### src/rtl/gpm_pkg.sv
/*
 * constants for the pin output source multiplexer: register indices,
 * field positions, reset values and source/select encodings.
 * assumes a 32-bit apb slave with one aligned word per register.
 */
package gpm_pkg;

    // bus geometry
    localparam int unsigned APB_ADDR_W = 12;
    localparam int unsigned APB_DATA_W = 32;
    localparam int unsigned NUM_RX_PORTS = 4;
    localparam int unsigned NUM_REMOTE_PINS = 4;

    // register indices; byte address is four times the index
    localparam logic [9:0] IDX_PIN_CTRL = 10'h015;
    localparam logic [9:0] IDX_PORT_CFG = 10'h020;
    localparam logic [9:0] IDX_PIN_STATUS = 10'h021;
    localparam logic [11:0] ADDR_PIN_CTRL = {IDX_PIN_CTRL, 2'h0};
    localparam logic [11:0] ADDR_PORT_CFG = {IDX_PORT_CFG, 2'h0};
    localparam logic [11:0] ADDR_PIN_STATUS = {IDX_PIN_STATUS, 2'h0};

    // pin_output_control fields
    localparam int unsigned CTRL_OE_BIT = 0;
    localparam int unsigned CTRL_VAL_BIT = 1;
    localparam int unsigned CTRL_SRC_LSB = 2;
    localparam int unsigned CTRL_SRC_MSB = 4;
    localparam int unsigned CTRL_SEL_LSB = 5;
    localparam int unsigned CTRL_SEL_MSB = 7;

    // port configuration fields
    localparam int unsigned CFG_EN_LSB = 0;
    localparam int unsigned CFG_EN_MSB = 3;
    localparam int unsigned CFG_TXSEL_LSB = 4;
    localparam int unsigned CFG_TXSEL_MSB = 7;

    // reset values
    localparam logic [7:0] PIN_CTRL_RESET = 8'h00;
    localparam logic [7:0] PORT_CFG_RESET = 8'hFF;
    localparam logic [31:0] RDATA_ZERO = 32'h0000_0000;
    localparam logic [23:0] PAD24 = 24'h00_0000;
    localparam logic [29:0] PAD30 = 30'h0000_0000;

    // output source codes
    localparam logic [2:0] SRC_RX0 = 3'h0;
    localparam logic [2:0] SRC_RX1 = 3'h1;
    localparam logic [2:0] SRC_RX2 = 3'h2;
    localparam logic [2:0] SRC_RX3 = 3'h3;
    localparam logic [2:0] SRC_STATUS = 3'h4;
    localparam logic [2:0] SRC_TX = 3'h6;

    // select codes, receive port source
    localparam logic [2:0] SEL_RX_PIN0 = 3'h0;
    localparam logic [2:0] SEL_RX_PIN1 = 3'h1;
    localparam logic [2:0] SEL_RX_PIN2 = 3'h2;
    localparam logic [2:0] SEL_RX_PIN3 = 3'h3;
    localparam logic [2:0] SEL_RX_LOCK = 3'h4;
    localparam logic [2:0] SEL_RX_PASS = 3'h5;
    localparam logic [2:0] SEL_RX_FV = 3'h6;
    localparam logic [2:0] SEL_RX_LV = 3'h7;

    // select codes, device status source
    localparam logic [2:0] SEL_ST_VAL = 3'h0;
    localparam logic [2:0] SEL_ST_LOCK_ANY = 3'h1;
    localparam logic [2:0] SEL_ST_PASS_ALL = 3'h2;
    localparam logic [2:0] SEL_ST_FSYNC = 3'h4;

    // select codes, transmit port source
    localparam logic [2:0] SEL_TX_PASS_AND = 3'h0;
    localparam logic [2:0] SEL_TX_PASS_OR = 3'h1;
    localparam logic [2:0] SEL_TX_FV = 3'h2;
    localparam logic [2:0] SEL_TX_LV = 3'h3;
    localparam logic [2:0] SEL_TX_SYNC = 3'h4;
    localparam logic [2:0] SEL_TX_IRQ = 3'h5;

endpackage

### src/rtl/gpm_cfg_if.sv
/*
 * configuration carrier from the register file to the source multiplexer and the port reduction.
 * assumes one driver (the top) and readers on the same clock.
 */
interface gpm_cfg_if;
    logic [7:0] pin_ctrl;
    logic [3:0] rx_enable;
    logic [3:0] tx_pass_sel;

    modport src (
        output pin_ctrl,
        output rx_enable,
        output tx_pass_sel
    );

    modport dst (
        input pin_ctrl,
        input rx_enable,
        input tx_pass_sel
    );
endinterface

### src/rtl/gpm_port_reduce.sv
/*
 * per-port masking and reduction of lock and pass indications.
 * assumes the indications are synchronous to the register clock.
 */
module gpm_port_reduce (
    // per-port indications
    input wire logic [3:0] lock_i,
    input wire logic [3:0] pass_i,
    // masks
    input wire logic [3:0] enable_i,
    input wire logic [3:0] tx_sel_i,
    // reductions
    output logic lock_any_o,
    output logic pass_all_o,
    output logic tx_pass_and_o,
    output logic tx_pass_or_o
);
    logic [3:0] lock_m;
    logic [3:0] pass_m;
    logic [3:0] txand_m;
    logic [3:0] txor_m;

    // masked ports are neutral: zero for or, one for and
    for (genvar p = 0; p < 4; p++) begin : g_port
        assign lock_m[p] = lock_i[p] & enable_i[p];
        assign pass_m[p] = pass_i[p] | ~enable_i[p];
        assign txand_m[p] = pass_i[p] | ~tx_sel_i[p];
        assign txor_m[p] = pass_i[p] & tx_sel_i[p];
    end

    assign lock_any_o = |lock_m;
    assign pass_all_o = &pass_m;
    assign tx_pass_and_o = &txand_m;
    assign tx_pass_or_o = |txor_m;
endmodule

### src/rtl/gpm_src_mux.sv
/*
 * combinational source and select multiplexer for one pin.
 * assumes all inputs share the register clock; result is registered by the top.
 */
module gpm_src_mux (
    // configuration
    gpm_cfg_if.dst cfg,
    // receive port signals
    input wire logic [3:0][3:0] rx_remote_pin_i,
    input wire logic [3:0] rx_lock_i,
    input wire logic [3:0] rx_pass_i,
    input wire logic [3:0] rx_frame_valid_i,
    input wire logic [3:0] rx_line_valid_i,
    // reductions and device signals
    input wire logic lock_any_i,
    input wire logic pass_all_i,
    input wire logic tx_pass_and_i,
    input wire logic tx_pass_or_i,
    input wire logic frame_sync_pulse_i,
    input wire logic tx_frame_valid_i,
    input wire logic tx_line_valid_i,
    input wire logic tx_synced_i,
    input wire logic tx_irq_i,
    // selected level
    output logic mux_o
);
    logic [2:0] src;
    logic [2:0] sel;
    logic [1:0] port;

    assign src = cfg.pin_ctrl[gpm_pkg::CTRL_SRC_MSB:gpm_pkg::CTRL_SRC_LSB];
    assign sel = cfg.pin_ctrl[gpm_pkg::CTRL_SEL_MSB:gpm_pkg::CTRL_SEL_LSB];
    assign port = src[1:0];

    always_comb begin
        mux_o = 1'b0;
        unique case (src)
            gpm_pkg::SRC_RX0, gpm_pkg::SRC_RX1, gpm_pkg::SRC_RX2, gpm_pkg::SRC_RX3: begin
                unique case (sel)
                    gpm_pkg::SEL_RX_PIN0, gpm_pkg::SEL_RX_PIN1,
                    gpm_pkg::SEL_RX_PIN2, gpm_pkg::SEL_RX_PIN3: begin
                        mux_o = rx_remote_pin_i[port][sel[1:0]];
                    end
                    gpm_pkg::SEL_RX_LOCK: mux_o = rx_lock_i[port];
                    gpm_pkg::SEL_RX_PASS: mux_o = rx_pass_i[port];
                    gpm_pkg::SEL_RX_FV: mux_o = rx_frame_valid_i[port];
                    gpm_pkg::SEL_RX_LV: mux_o = rx_line_valid_i[port];
                endcase
            end
            gpm_pkg::SRC_STATUS: begin
                unique case (sel)
                    gpm_pkg::SEL_ST_VAL: mux_o = cfg.pin_ctrl[gpm_pkg::CTRL_VAL_BIT];
                    gpm_pkg::SEL_ST_LOCK_ANY: mux_o = lock_any_i;
                    gpm_pkg::SEL_ST_PASS_ALL: mux_o = pass_all_i;
                    gpm_pkg::SEL_ST_FSYNC: mux_o = frame_sync_pulse_i;
                    default: mux_o = 1'b0;
                endcase
            end
            gpm_pkg::SRC_TX: begin
                unique case (sel)
                    gpm_pkg::SEL_TX_PASS_AND: mux_o = tx_pass_and_i;
                    gpm_pkg::SEL_TX_PASS_OR: mux_o = tx_pass_or_i;
                    gpm_pkg::SEL_TX_FV: mux_o = tx_frame_valid_i;
                    gpm_pkg::SEL_TX_LV: mux_o = tx_line_valid_i;
                    gpm_pkg::SEL_TX_SYNC: mux_o = tx_synced_i;
                    gpm_pkg::SEL_TX_IRQ: mux_o = tx_irq_i;
                    default: mux_o = 1'b0;
                endcase
            end
            default: mux_o = 1'b0;
        endcase
    end
endmodule

### src/rtl/gpm_top.sv
/*
 * top of the pin output source multiplexer: apb register file, reductions,
 * source multiplexer and registered pin driver.
 * assumes every source signal is produced by logic on clk_sys_i, so no
 * synchroniser is placed on them; the pin is output only.
 */
// The implementer's own choices: the APB register port and the register offsets.
// Functional notes
// Source field bits 4:2 pick receive port 0-3 (000-011), device status (100) or transmit port (110).
// With a receive port as source, select 000-011 drives that port's remote pins 0-3.
// With a receive port as source, select 100 drives its lock and 101 its pass indication.
// With a receive port as source, select 110 drives its frame valid and 111 its line valid.
// With device status as source, select 000 drives the local output value bit.
// With device status as source, select 001 drives the OR of lock over enabled receive ports.
// With device status as source, select 010 drives the AND of pass over enabled receive ports.
// With device status as source, select 100 drives the frame sync pulse; 101-111 are reserved.
// With the transmit port as source, select 000 drives AND and 001 OR of selected ports' pass.
// With the transmit port as source, select 010 drives frame valid and 011 line valid.
// With the transmit port as source, 100 drives synchronized, 101 interrupt, 110-111 are reserved.
// Bit 1 is the level driven when the local register value is selected.
// Bit 0 enables the pin driver, 0 off and 1 on.
// Select sits in bits 7:5 and every control field resets to zero, leaving the driver off.
// The control register has index 0x15 and resets to 0x00.
// Reserved or unlisted source and select codes drive a constant low.
// While the enable bit is clear the driver stays off whatever source and select say.
module gpm_top (
    // clock and reset
    input wire logic clk_sys_i,
    input wire logic rst_b_i,
    // apb slave
    input wire logic psel_i,
    input wire logic penable_i,
    input wire logic pwrite_i,
    input wire logic [11:0] paddr_i,
    input wire logic [31:0] pwdata_i,
    input wire logic [3:0] pstrb_i,
    output logic pready_o,
    output logic [31:0] prdata_o,
    output logic pslverr_o,
    // receive port signals
    input wire logic [3:0][3:0] rx_remote_pin_i,
    input wire logic [3:0] rx_lock_i,
    input wire logic [3:0] rx_pass_i,
    input wire logic [3:0] rx_frame_valid_i,
    input wire logic [3:0] rx_line_valid_i,
    // device and transmit signals
    input wire logic frame_sync_pulse_i,
    input wire logic tx_frame_valid_i,
    input wire logic tx_line_valid_i,
    input wire logic tx_synced_i,
    input wire logic tx_irq_i,
    // pin driver
    output logic pin_out_o,
    output logic pin_oe_o
);
    gpm_cfg_if cfg ();

    logic [7:0] pin_ctrl_q;
    logic [7:0] pin_ctrl_d;
    logic [7:0] port_cfg_q;
    logic [7:0] port_cfg_d;
    logic pready_q;
    logic pready_d;
    logic [31:0] prdata_q;
    logic [31:0] prdata_d;
    logic pslverr_q;
    logic pslverr_d;
    logic pin_out_q;
    logic pin_out_d;
    logic pin_oe_q;
    logic pin_oe_d;
    logic access_w;
    logic finish_w;
    logic mux_w;
    logic lock_any_w;
    logic pass_all_w;
    logic tx_pass_and_w;
    logic tx_pass_or_w;
    logic [2:0] src_w;
    logic [2:0] sel_w;
    logic oe_w;
    logic [3:0] en_w;
    logic [3:0] txsel_w;

    assign src_w = pin_ctrl_q[gpm_pkg::CTRL_SRC_MSB:gpm_pkg::CTRL_SRC_LSB];
    assign sel_w = pin_ctrl_q[gpm_pkg::CTRL_SEL_MSB:gpm_pkg::CTRL_SEL_LSB];
    assign oe_w = pin_ctrl_q[gpm_pkg::CTRL_OE_BIT];
    assign en_w = port_cfg_q[gpm_pkg::CFG_EN_MSB:gpm_pkg::CFG_EN_LSB];
    assign txsel_w = port_cfg_q[gpm_pkg::CFG_TXSEL_MSB:gpm_pkg::CFG_TXSEL_LSB];

    assign cfg.pin_ctrl = pin_ctrl_q;
    assign cfg.rx_enable = en_w;
    assign cfg.tx_pass_sel = txsel_w;

    // one wait state: decode in the first access cycle, complete in the second
    assign access_w = psel_i && penable_i && !pready_q;
    assign finish_w = psel_i && penable_i && pready_q;

    always_comb begin
        pin_ctrl_d = pin_ctrl_q;
        port_cfg_d = port_cfg_q;
        pready_d = 1'b0;
        prdata_d = prdata_q;
        pslverr_d = 1'b0;
        if (access_w) begin
            pready_d = 1'b1;
            prdata_d = gpm_pkg::RDATA_ZERO;
            unique case (paddr_i)
                gpm_pkg::ADDR_PIN_CTRL: begin
                    if (!pwrite_i) begin
                        prdata_d = {gpm_pkg::PAD24, pin_ctrl_q};
                    end
                end
                gpm_pkg::ADDR_PORT_CFG: begin
                    if (!pwrite_i) begin
                        prdata_d = {gpm_pkg::PAD24, port_cfg_q};
                    end
                end
                gpm_pkg::ADDR_PIN_STATUS: begin
                    // status is read only; a write is answered with an error
                    pslverr_d = pwrite_i;
                    if (!pwrite_i) begin
                        prdata_d = {gpm_pkg::PAD30, pin_out_q, pin_oe_q};
                    end
                end
                default: pslverr_d = 1'b1;
            endcase
        end else if (finish_w) begin
            pslverr_d = pslverr_q;
            // writes land only on the completing edge
            if (pwrite_i && !pslverr_q && pstrb_i[0]) begin
                if (paddr_i == gpm_pkg::ADDR_PIN_CTRL) begin
                    pin_ctrl_d = pwdata_i[7:0];
                end
                if (paddr_i == gpm_pkg::ADDR_PORT_CFG) begin
                    port_cfg_d = pwdata_i[7:0];
                end
            end
        end
    end

    always_ff @(posedge clk_sys_i) begin
        if (!rst_b_i) begin
            pin_ctrl_q <= gpm_pkg::PIN_CTRL_RESET;
            port_cfg_q <= gpm_pkg::PORT_CFG_RESET;
            pready_q <= 1'b0;
            prdata_q <= gpm_pkg::RDATA_ZERO;
            pslverr_q <= 1'b0;
        end else begin
            pin_ctrl_q <= pin_ctrl_d;
            port_cfg_q <= port_cfg_d;
            pready_q <= pready_d;
            prdata_q <= prdata_d;
            pslverr_q <= pslverr_d;
        end
    end

    assign pready_o = pready_q;
    assign prdata_o = prdata_q;
    assign pslverr_o = pslverr_q;

    gpm_port_reduce u_reduce (
        .lock_i(rx_lock_i),
        .pass_i(rx_pass_i),
        .enable_i(cfg.rx_enable),
        .tx_sel_i(cfg.tx_pass_sel),
        .lock_any_o(lock_any_w),
        .pass_all_o(pass_all_w),
        .tx_pass_and_o(tx_pass_and_w),
        .tx_pass_or_o(tx_pass_or_w)
    );

    gpm_src_mux u_mux (
        .cfg(cfg),
        .rx_remote_pin_i(rx_remote_pin_i),
        .rx_lock_i(rx_lock_i),
        .rx_pass_i(rx_pass_i),
        .rx_frame_valid_i(rx_frame_valid_i),
        .rx_line_valid_i(rx_line_valid_i),
        .lock_any_i(lock_any_w),
        .pass_all_i(pass_all_w),
        .tx_pass_and_i(tx_pass_and_w),
        .tx_pass_or_i(tx_pass_or_w),
        .frame_sync_pulse_i(frame_sync_pulse_i),
        .tx_frame_valid_i(tx_frame_valid_i),
        .tx_line_valid_i(tx_line_valid_i),
        .tx_synced_i(tx_synced_i),
        .tx_irq_i(tx_irq_i),
        .mux_o(mux_w)
    );

    // data is forced low while disabled so a later enable never shows stale data
    always_comb begin
        pin_oe_d = oe_w;
        pin_out_d = oe_w ? mux_w : 1'b0;
    end

    always_ff @(posedge clk_sys_i) begin
        if (!rst_b_i) begin
            pin_oe_q <= 1'b0;
            pin_out_q <= 1'b0;
        end else begin
            pin_oe_q <= pin_oe_d;
            pin_out_q <= pin_out_d;
        end
    end

    assign pin_oe_o = pin_oe_q;
    assign pin_out_o = pin_out_q;
endmodule

### config.mk
export PLATFORM = sky130hd
export DESIGN_NAME = gpm_top
export DESIGN_NICKNAME = d
export VERILOG_FILES = /design/src/rtl/gpm_pkg.sv /design/src/rtl/gpm_cfg_if.sv /design/src/rtl/gpm_port_reduce.sv /design/src/rtl/gpm_src_mux.sv /design/src/rtl/gpm_top.sv
export SDC_FILE = /design/constraint.sdc
export NUM_CORES = 1
export LEC_CHECK = 0
export ABC_AREA = 1
export BUFFER_PORTS_ARGS = -buffer_cell sky130_fd_sc_hd__buf_2
export CAP_MARGIN = 20
export CELL_PAD_IN_SITES_DETAIL_PLACEMENT = 2
export CELL_PAD_IN_SITES_GLOBAL_PLACEMENT = 2
export CORE_UTILIZATION = 21
export DETAILED_ROUTE_END_ITERATION = 10
export PLACE_DENSITY = 0.87
export SLEW_MARGIN = 15
export SYNTH_ARGS = -nofsm -noshare
export SYNTH_HDL_FRONTEND = slang
export SYNTH_SLANG_ARGS = --single-unit
export TNS_END_PERCENT = 10
### constraint.sdc
create_clock -name clk_sys_i -period 1.4 [get_ports clk_sys_i]
set_input_delay 0.14 -clock clk_sys_i [delete_from_list [all_inputs] [get_ports clk_sys_i]]
set_output_delay 0.14 -clock clk_sys_i [all_outputs]
set_load 0.01 [all_outputs]
# After elaboration in Yosys (flattened, before gate mapping)
# Index checks and enable logic that the tools add are counted.
# Widths: inputs -> output; s select.
word_totals:
  register_bits: 52
  elab_cells: 93
  out_inout_bits: 36
  in_bits: 90
classes:
  eq_ne: 16
  bitwise_logic: 25
  magnitude_cmp: 2
  reduce_logical: 19
  n_mux: 24
op_table:
  columns: ["operator", "n"]
  rows:
  - ["$eq 12x8->1 const B", 2]
  - ["$pmux 8 s3", 1]
  - ["$eq 3x3->1 const B", 6]
  - ["$mux 8", 2]
  - ["$reduce_and 4->1", 4]
  - ["$reduce_or 4->1", 4]
  - ["$eq 12x7->1 const B", 1]
  - ["$eq 3x2->1 const B", 4]
  - ["$bmux 1 s2", 5]
  - ["$not 1->1", 9]
  - ["$and 1x1->1", 8]
  - ["$bmux 4 s2", 1]
  - ["$mux 1", 8]
  - ["$or 1x1->1", 8]
  - ["$eq 3x1->1 const B", 2]
  - ["$logic_not 3->1", 2]
  - ["$lt 2x3->1 const B", 2]
  - ["$pmux 1 s6", 1]
  - ["$logic_and 1x1->1", 5]
  - ["$pmux 1 s5", 1]
  - ["$mux 4", 1]
  - ["$pmux 1 s4", 1]
  - ["$pmux 1 s3", 1]
  - ["$logic_not 1->1", 2]
  - ["other kinds (5)", 5]

# Logic depth before layout (Yosys ltp)
depth:
  word_depth: 6
  ltp_mapped: 13
  mapped_depth_nobuf: 11

# Hierarchy
# Synthesis repeated with hierarchy kept, for this count alone.
unflattened:
  cells_unflattened: 378
  area_unflattened_um2: 2267.2
by_module_without_submodules:
  columns: ["mod", "area_each_um2", "cells_each", "instances"]
  rows:
  - ["gpm_top", 1562.7, 212, 1]
  - ["gpm_src_mux", 569.3, 130, 1]
  - ["gpm_port_reduce", 135.1, 36, 1]

# Worst setup path before layout
# Ideal clock, no wire load.
synth_path:
  path_kind: "register to register"
  start: "register pready_q, in the netlist pready_o"
  end: "register port_cfg_q[5]"
  path_buffers: 1
  path_stages_with_launch: 7
  t_arrival_ps: 1229
  path_slack_ps: 42
  cell_sequence: "dfxtp_1 nand3_1 nor2_1 nand4_2 buf_6 nand2_1 o211ai_2"
synth_via:
  elab_chain_cells: 4
synth_rtl:
  columns: ["element", "line_no", "rtl"]
  rows:
  - ["start, declared", "gpm_top.sv:62", "logic pready_q;"]
  - ["start signal, assigned", "gpm_top.sv:152", "pready_q <= pready_d;"]
  - ["$logic_not 1->1", "gpm_top.sv:96", "assign access_w = psel_i && penable_i && !pready_q;"]
  - ["$logic_and 1x1->1", "gpm_top.sv:96", null]
  - ["$not 1->1 (no source line)", null, null]
  - ["$reduce_and 4->1 (no source line) *", null, null]
  - ["end signal, assigned", "gpm_top.sv:145", "port_cfg_q <= gpm_pkg::PORT_CFG_RESET;"]
  - ["end signal, assigned", "gpm_top.sv:151", "port_cfg_q <= port_cfg_d;"]
  - ["end, declared", "gpm_top.sv:60", "logic [7:0] port_cfg_q;"]
# Mark *: on every way between the ends. The rest lies on a longest branch, timed or not.
# A chain may end at the register's enable or synchronous reset.

# Worst setup path in the final report
layout_path:
  start: "register pin_ctrl_q[3], in the netlist cfg.pin_ctrl[3]"
  end: "register pin_out_q, in the netlist pin_out_o"
layout_via:
  elab_chain_cells: 6
layout_rtl:
  columns: ["element", "line_no", "rtl"]
  rows:
  - ["start, declared", "gpm_top.sv:58", "logic [7:0] pin_ctrl_q;"]
  - ["start signal, assigned", "gpm_top.sv:144", "pin_ctrl_q <= gpm_pkg::PIN_CTRL_RESET;"]
  - ["start signal, assigned", "gpm_top.sv:150", "pin_ctrl_q <= pin_ctrl_d;"]
  - ["$bmux 4 s2", "gpm_src_mux.sv:42", "mux_o = rx_remote_pin_i[port][sel[1:0]];"]
  - ["$mux 4 (implied by the code)", "gpm_src_mux.sv:42", null]
  - ["$bmux 1 s2", "gpm_src_mux.sv:42", null]
  - ["$mux 1 (implied by the code)", "gpm_src_mux.sv:42", null]
  - ["$pmux 1 s5", "gpm_src_mux.sv:39", "unique case (sel)"]
  - ["$pmux 1 s3 *", "gpm_src_mux.sv:37", "unique case (src)"]
  - ["end signal, assigned", "gpm_top.sv:204", "pin_out_q <= pin_out_d;"]
  - ["end, declared", "gpm_top.sv:68", "logic pin_out_q;"]
# Mark *: on every way between the ends. The rest lies on a longest branch, timed or not. The select of a mux whose other input is x is not followed.

==> impl_metrics.csv <==
group,metric,value,unit
placed_design,portBuffers,74,
routing,viasPerCell,4.44,
routing,via_count,2506,
routing,drtPass1Iterations,4,
synth,yosys-top-cells-area,"dfxtp_1 26%, nand2_1 24%, buf_4 9.3%",
placed_design,post-place-ws,-0.0905,ns
synth,netlist_area,0.00218,mm^2
sta,hold_viol_final,0,
final_layout,fill_cells,1264,
sta,layout_setup_ws,-0.0345,ns
critical_path,start_kind,"flip-flop",
global_routing,antenna_found_initial,0,
critical_path,cp.required,1.59,ns
status,failed_checks,"setup timing",
sta,min_period_over_period,102,%
die,die_h,104,um
synth,yosysTopAreaCell,"dfxtp_1",
power,irDropWorstVdd,0.345,mV
global_routing,grt_pass1_vias,2684,
cts,cts_buffers,3,
synth,synth.distinct_cells,30,
routing,final_antenna_net_count,0,
sta,tns,-0.0345,ns
cts,cts_tree,"yes",
cts,cts_setup_buffers,0,
synth,synth_warnings,0,
sta,rsz0062_at_grt,"yes",
die,initial_core_util,22.0,%
die,core_area,0.00991,mm^2
sta,fmax,0.697,GHz
routing,drt_iter0_drc,52,
global_routing,grtUsageTotal,15.5,%
final_layout,fin_util,28.3,%
critical_path,worstPathMaxFanout,8,
routing,drc_errors,0,
die,die_w,104,um
critical_path,critPathCaptureType,"flip-flop",
synth,netlist.area_leader.share,25.7,%
cts,cts_max_path_buffers,2,
global_routing,grt_max_degree,18,
cts,clock_latency,0.28,ns
cts,clk_pin_slew_worst_paths,0.11,ns
routing,drt-total-wl,8.64,mm
power,power_density,623,mW/mm^2
die,io_pins,126,
final_layout,area_delta_synth_final,28.9,%
synth,ys_seq_area_share,25.7,%
sta,slew_violations,0,
synth,syn_area_per_cell,6.22,um^2
final_layout,diodes,0,
cts,h-tree-depth,1,
cts,root_buffer,"clkbuf_8",
min_path,hold_path.class,"in2reg",
power,power_leakage,1.54,nW
placed_design,placedCellCount,561,
global_routing,grt_overflow,0,
placed_design,gp_congestion,0.816,
final_layout,stdcell_count,565,
final_layout,layout_common_cells,"136 x nand2_1, 74 x buf_2, 30 x inv_1",
critical_path,arrival,1.62,ns
placed_design,hpwl,6.62,mm
sta,setup_viol,1,
critical_path,path_class,"reg2reg",
cts,cts_num_sinks,28,
routing,post_drt_wl_per_cell,15.3,um
die,die_area,0.0108,mm^2
global_routing,grt_pass1_wl,13.5,mm
job,drv_cap,0,
synth,ys_ff_latch,28,
status,status,"finished with violations",
cts,cts_hold_buf,0,
final_layout,layout.nets,523,
die,num_rows,36,
sta,clock_skew,0.00835,ns
sta,fin_crit,1.43,ns
final_layout,final_common_cell,"nand2_1",
final_layout,drive_above_1_share,31.9,%
sta,hold_ws,0.136,ns
synth,postSynthCellCount,350,
-- metal layers --
layer  share of wire, %  track usage, %
met3                3.8            2.19
met1                 43            18.6
met5                  0               0
met4                2.3            4.80
met2                 51            28.3
-- synth_stat cells, drive strengths merged --
cell and instances:
nor3b 1, nand2 143, inv 36, dfxtp 28, conb 1, nand4 6
nor2 25, nand3 21, clkinv 2, buf 33, o211ai 8, o21ai 15
a21oi 19, nand3b 2, o22ai 1, o31ai 1, clkbuf 1, nor3 7
-- repair_timing --
item / 4_1_cts / 5_1_grt
setup endpoints to repair: 12 / 15
resized for setup: 16 / 21
pin swaps: 0 / 7
-- stage by stage --
step,area (um^2),power (W)
finish,2810,0.00175
global route,2810,0.00182
CTS,2750,0.00176
detailed placement,2650,0.00110
global placement,2650,0.00109
floorplan,2260,0.00101
-- flip-flops by register name (all words and copies together) (netlist names) --
signal and flops:
cfg.pin_ctrl 8, port_cfg_q 8, prdata_o 8, pin_oe_o 1, pslverr_o 1, pready_o 1, pin_out_o 1
-- power breakdown --
| part | switching (W) | total (W) | leakage, nW | internal, W |
|---|---|---|---|---|
| registers | 0.00000131 | 0.000792 | 0.230 | 0.000791 |
| logic | 0.000181 | 0.000289 | 1.28 | 0.000108 |
| clock network | 0.000285 | 0.000668 | 0.0357 | 0.000383 |
| total | 0.000467 | 0.00175 | 1.54 | 0.00128 |
-- logic make-up (layout without fill, tap and decap cells) --
kind of cell,count (synthesis),count (layout),share of synthesized area [%]
AO/OA/AOI/OAI,44,44,13.0
AND/OR/NAND/NOR,205,205,41.8
other,1,24,0.172
flip-flops,28,28,25.7
buffers and inverters,72,131,19.3
-- layout make-up --
cell class / count / area, um^2 / area share (%)
clock buffer: 3 / 41.3 / 1.47
clock inverter: 1 / 30.0 / 1.07
inverter: 38 / 148 / 5.26
multi-input combinational: 273 / 1340 / 47.8
sequential: 28 / 577 / 20.5
tap: 133 / 166 / 5.93
timing repair buffer: 89 / 503 / 17.9
-- worst paths after layout --
| check | start | to | slack (ns) | cells past startpoint |
|---|---|---|---|---|
| max | cfg.pin_ctrl[3] | pin_out_o | -0.03 | 10 |
| min | pwdata_i[3] | port_cfg_q[3] | 0.14 | 3 |
| max reg2reg | cfg.pin_ctrl[3] | pin_out_o | -0.03 | 10 |
| min reg2reg | prdata_o[1] | prdata_o[1] | 0.47 | 2 |
-- worst max-delay path: stages (launching register included) --
cell and delay (ns):
dfxtp_4 0.42, inv_2 0.07, buf_4 0.17, nand2_1 0.09, nand2_1 0.07, nand2_1 0.07, nand2_1 0.05, nor2_1 0.13
nand2_1 0.11, nand3_2 0.10, a21oi_2 0.07
Note: power is estimated with default switching activity, not from simulation.
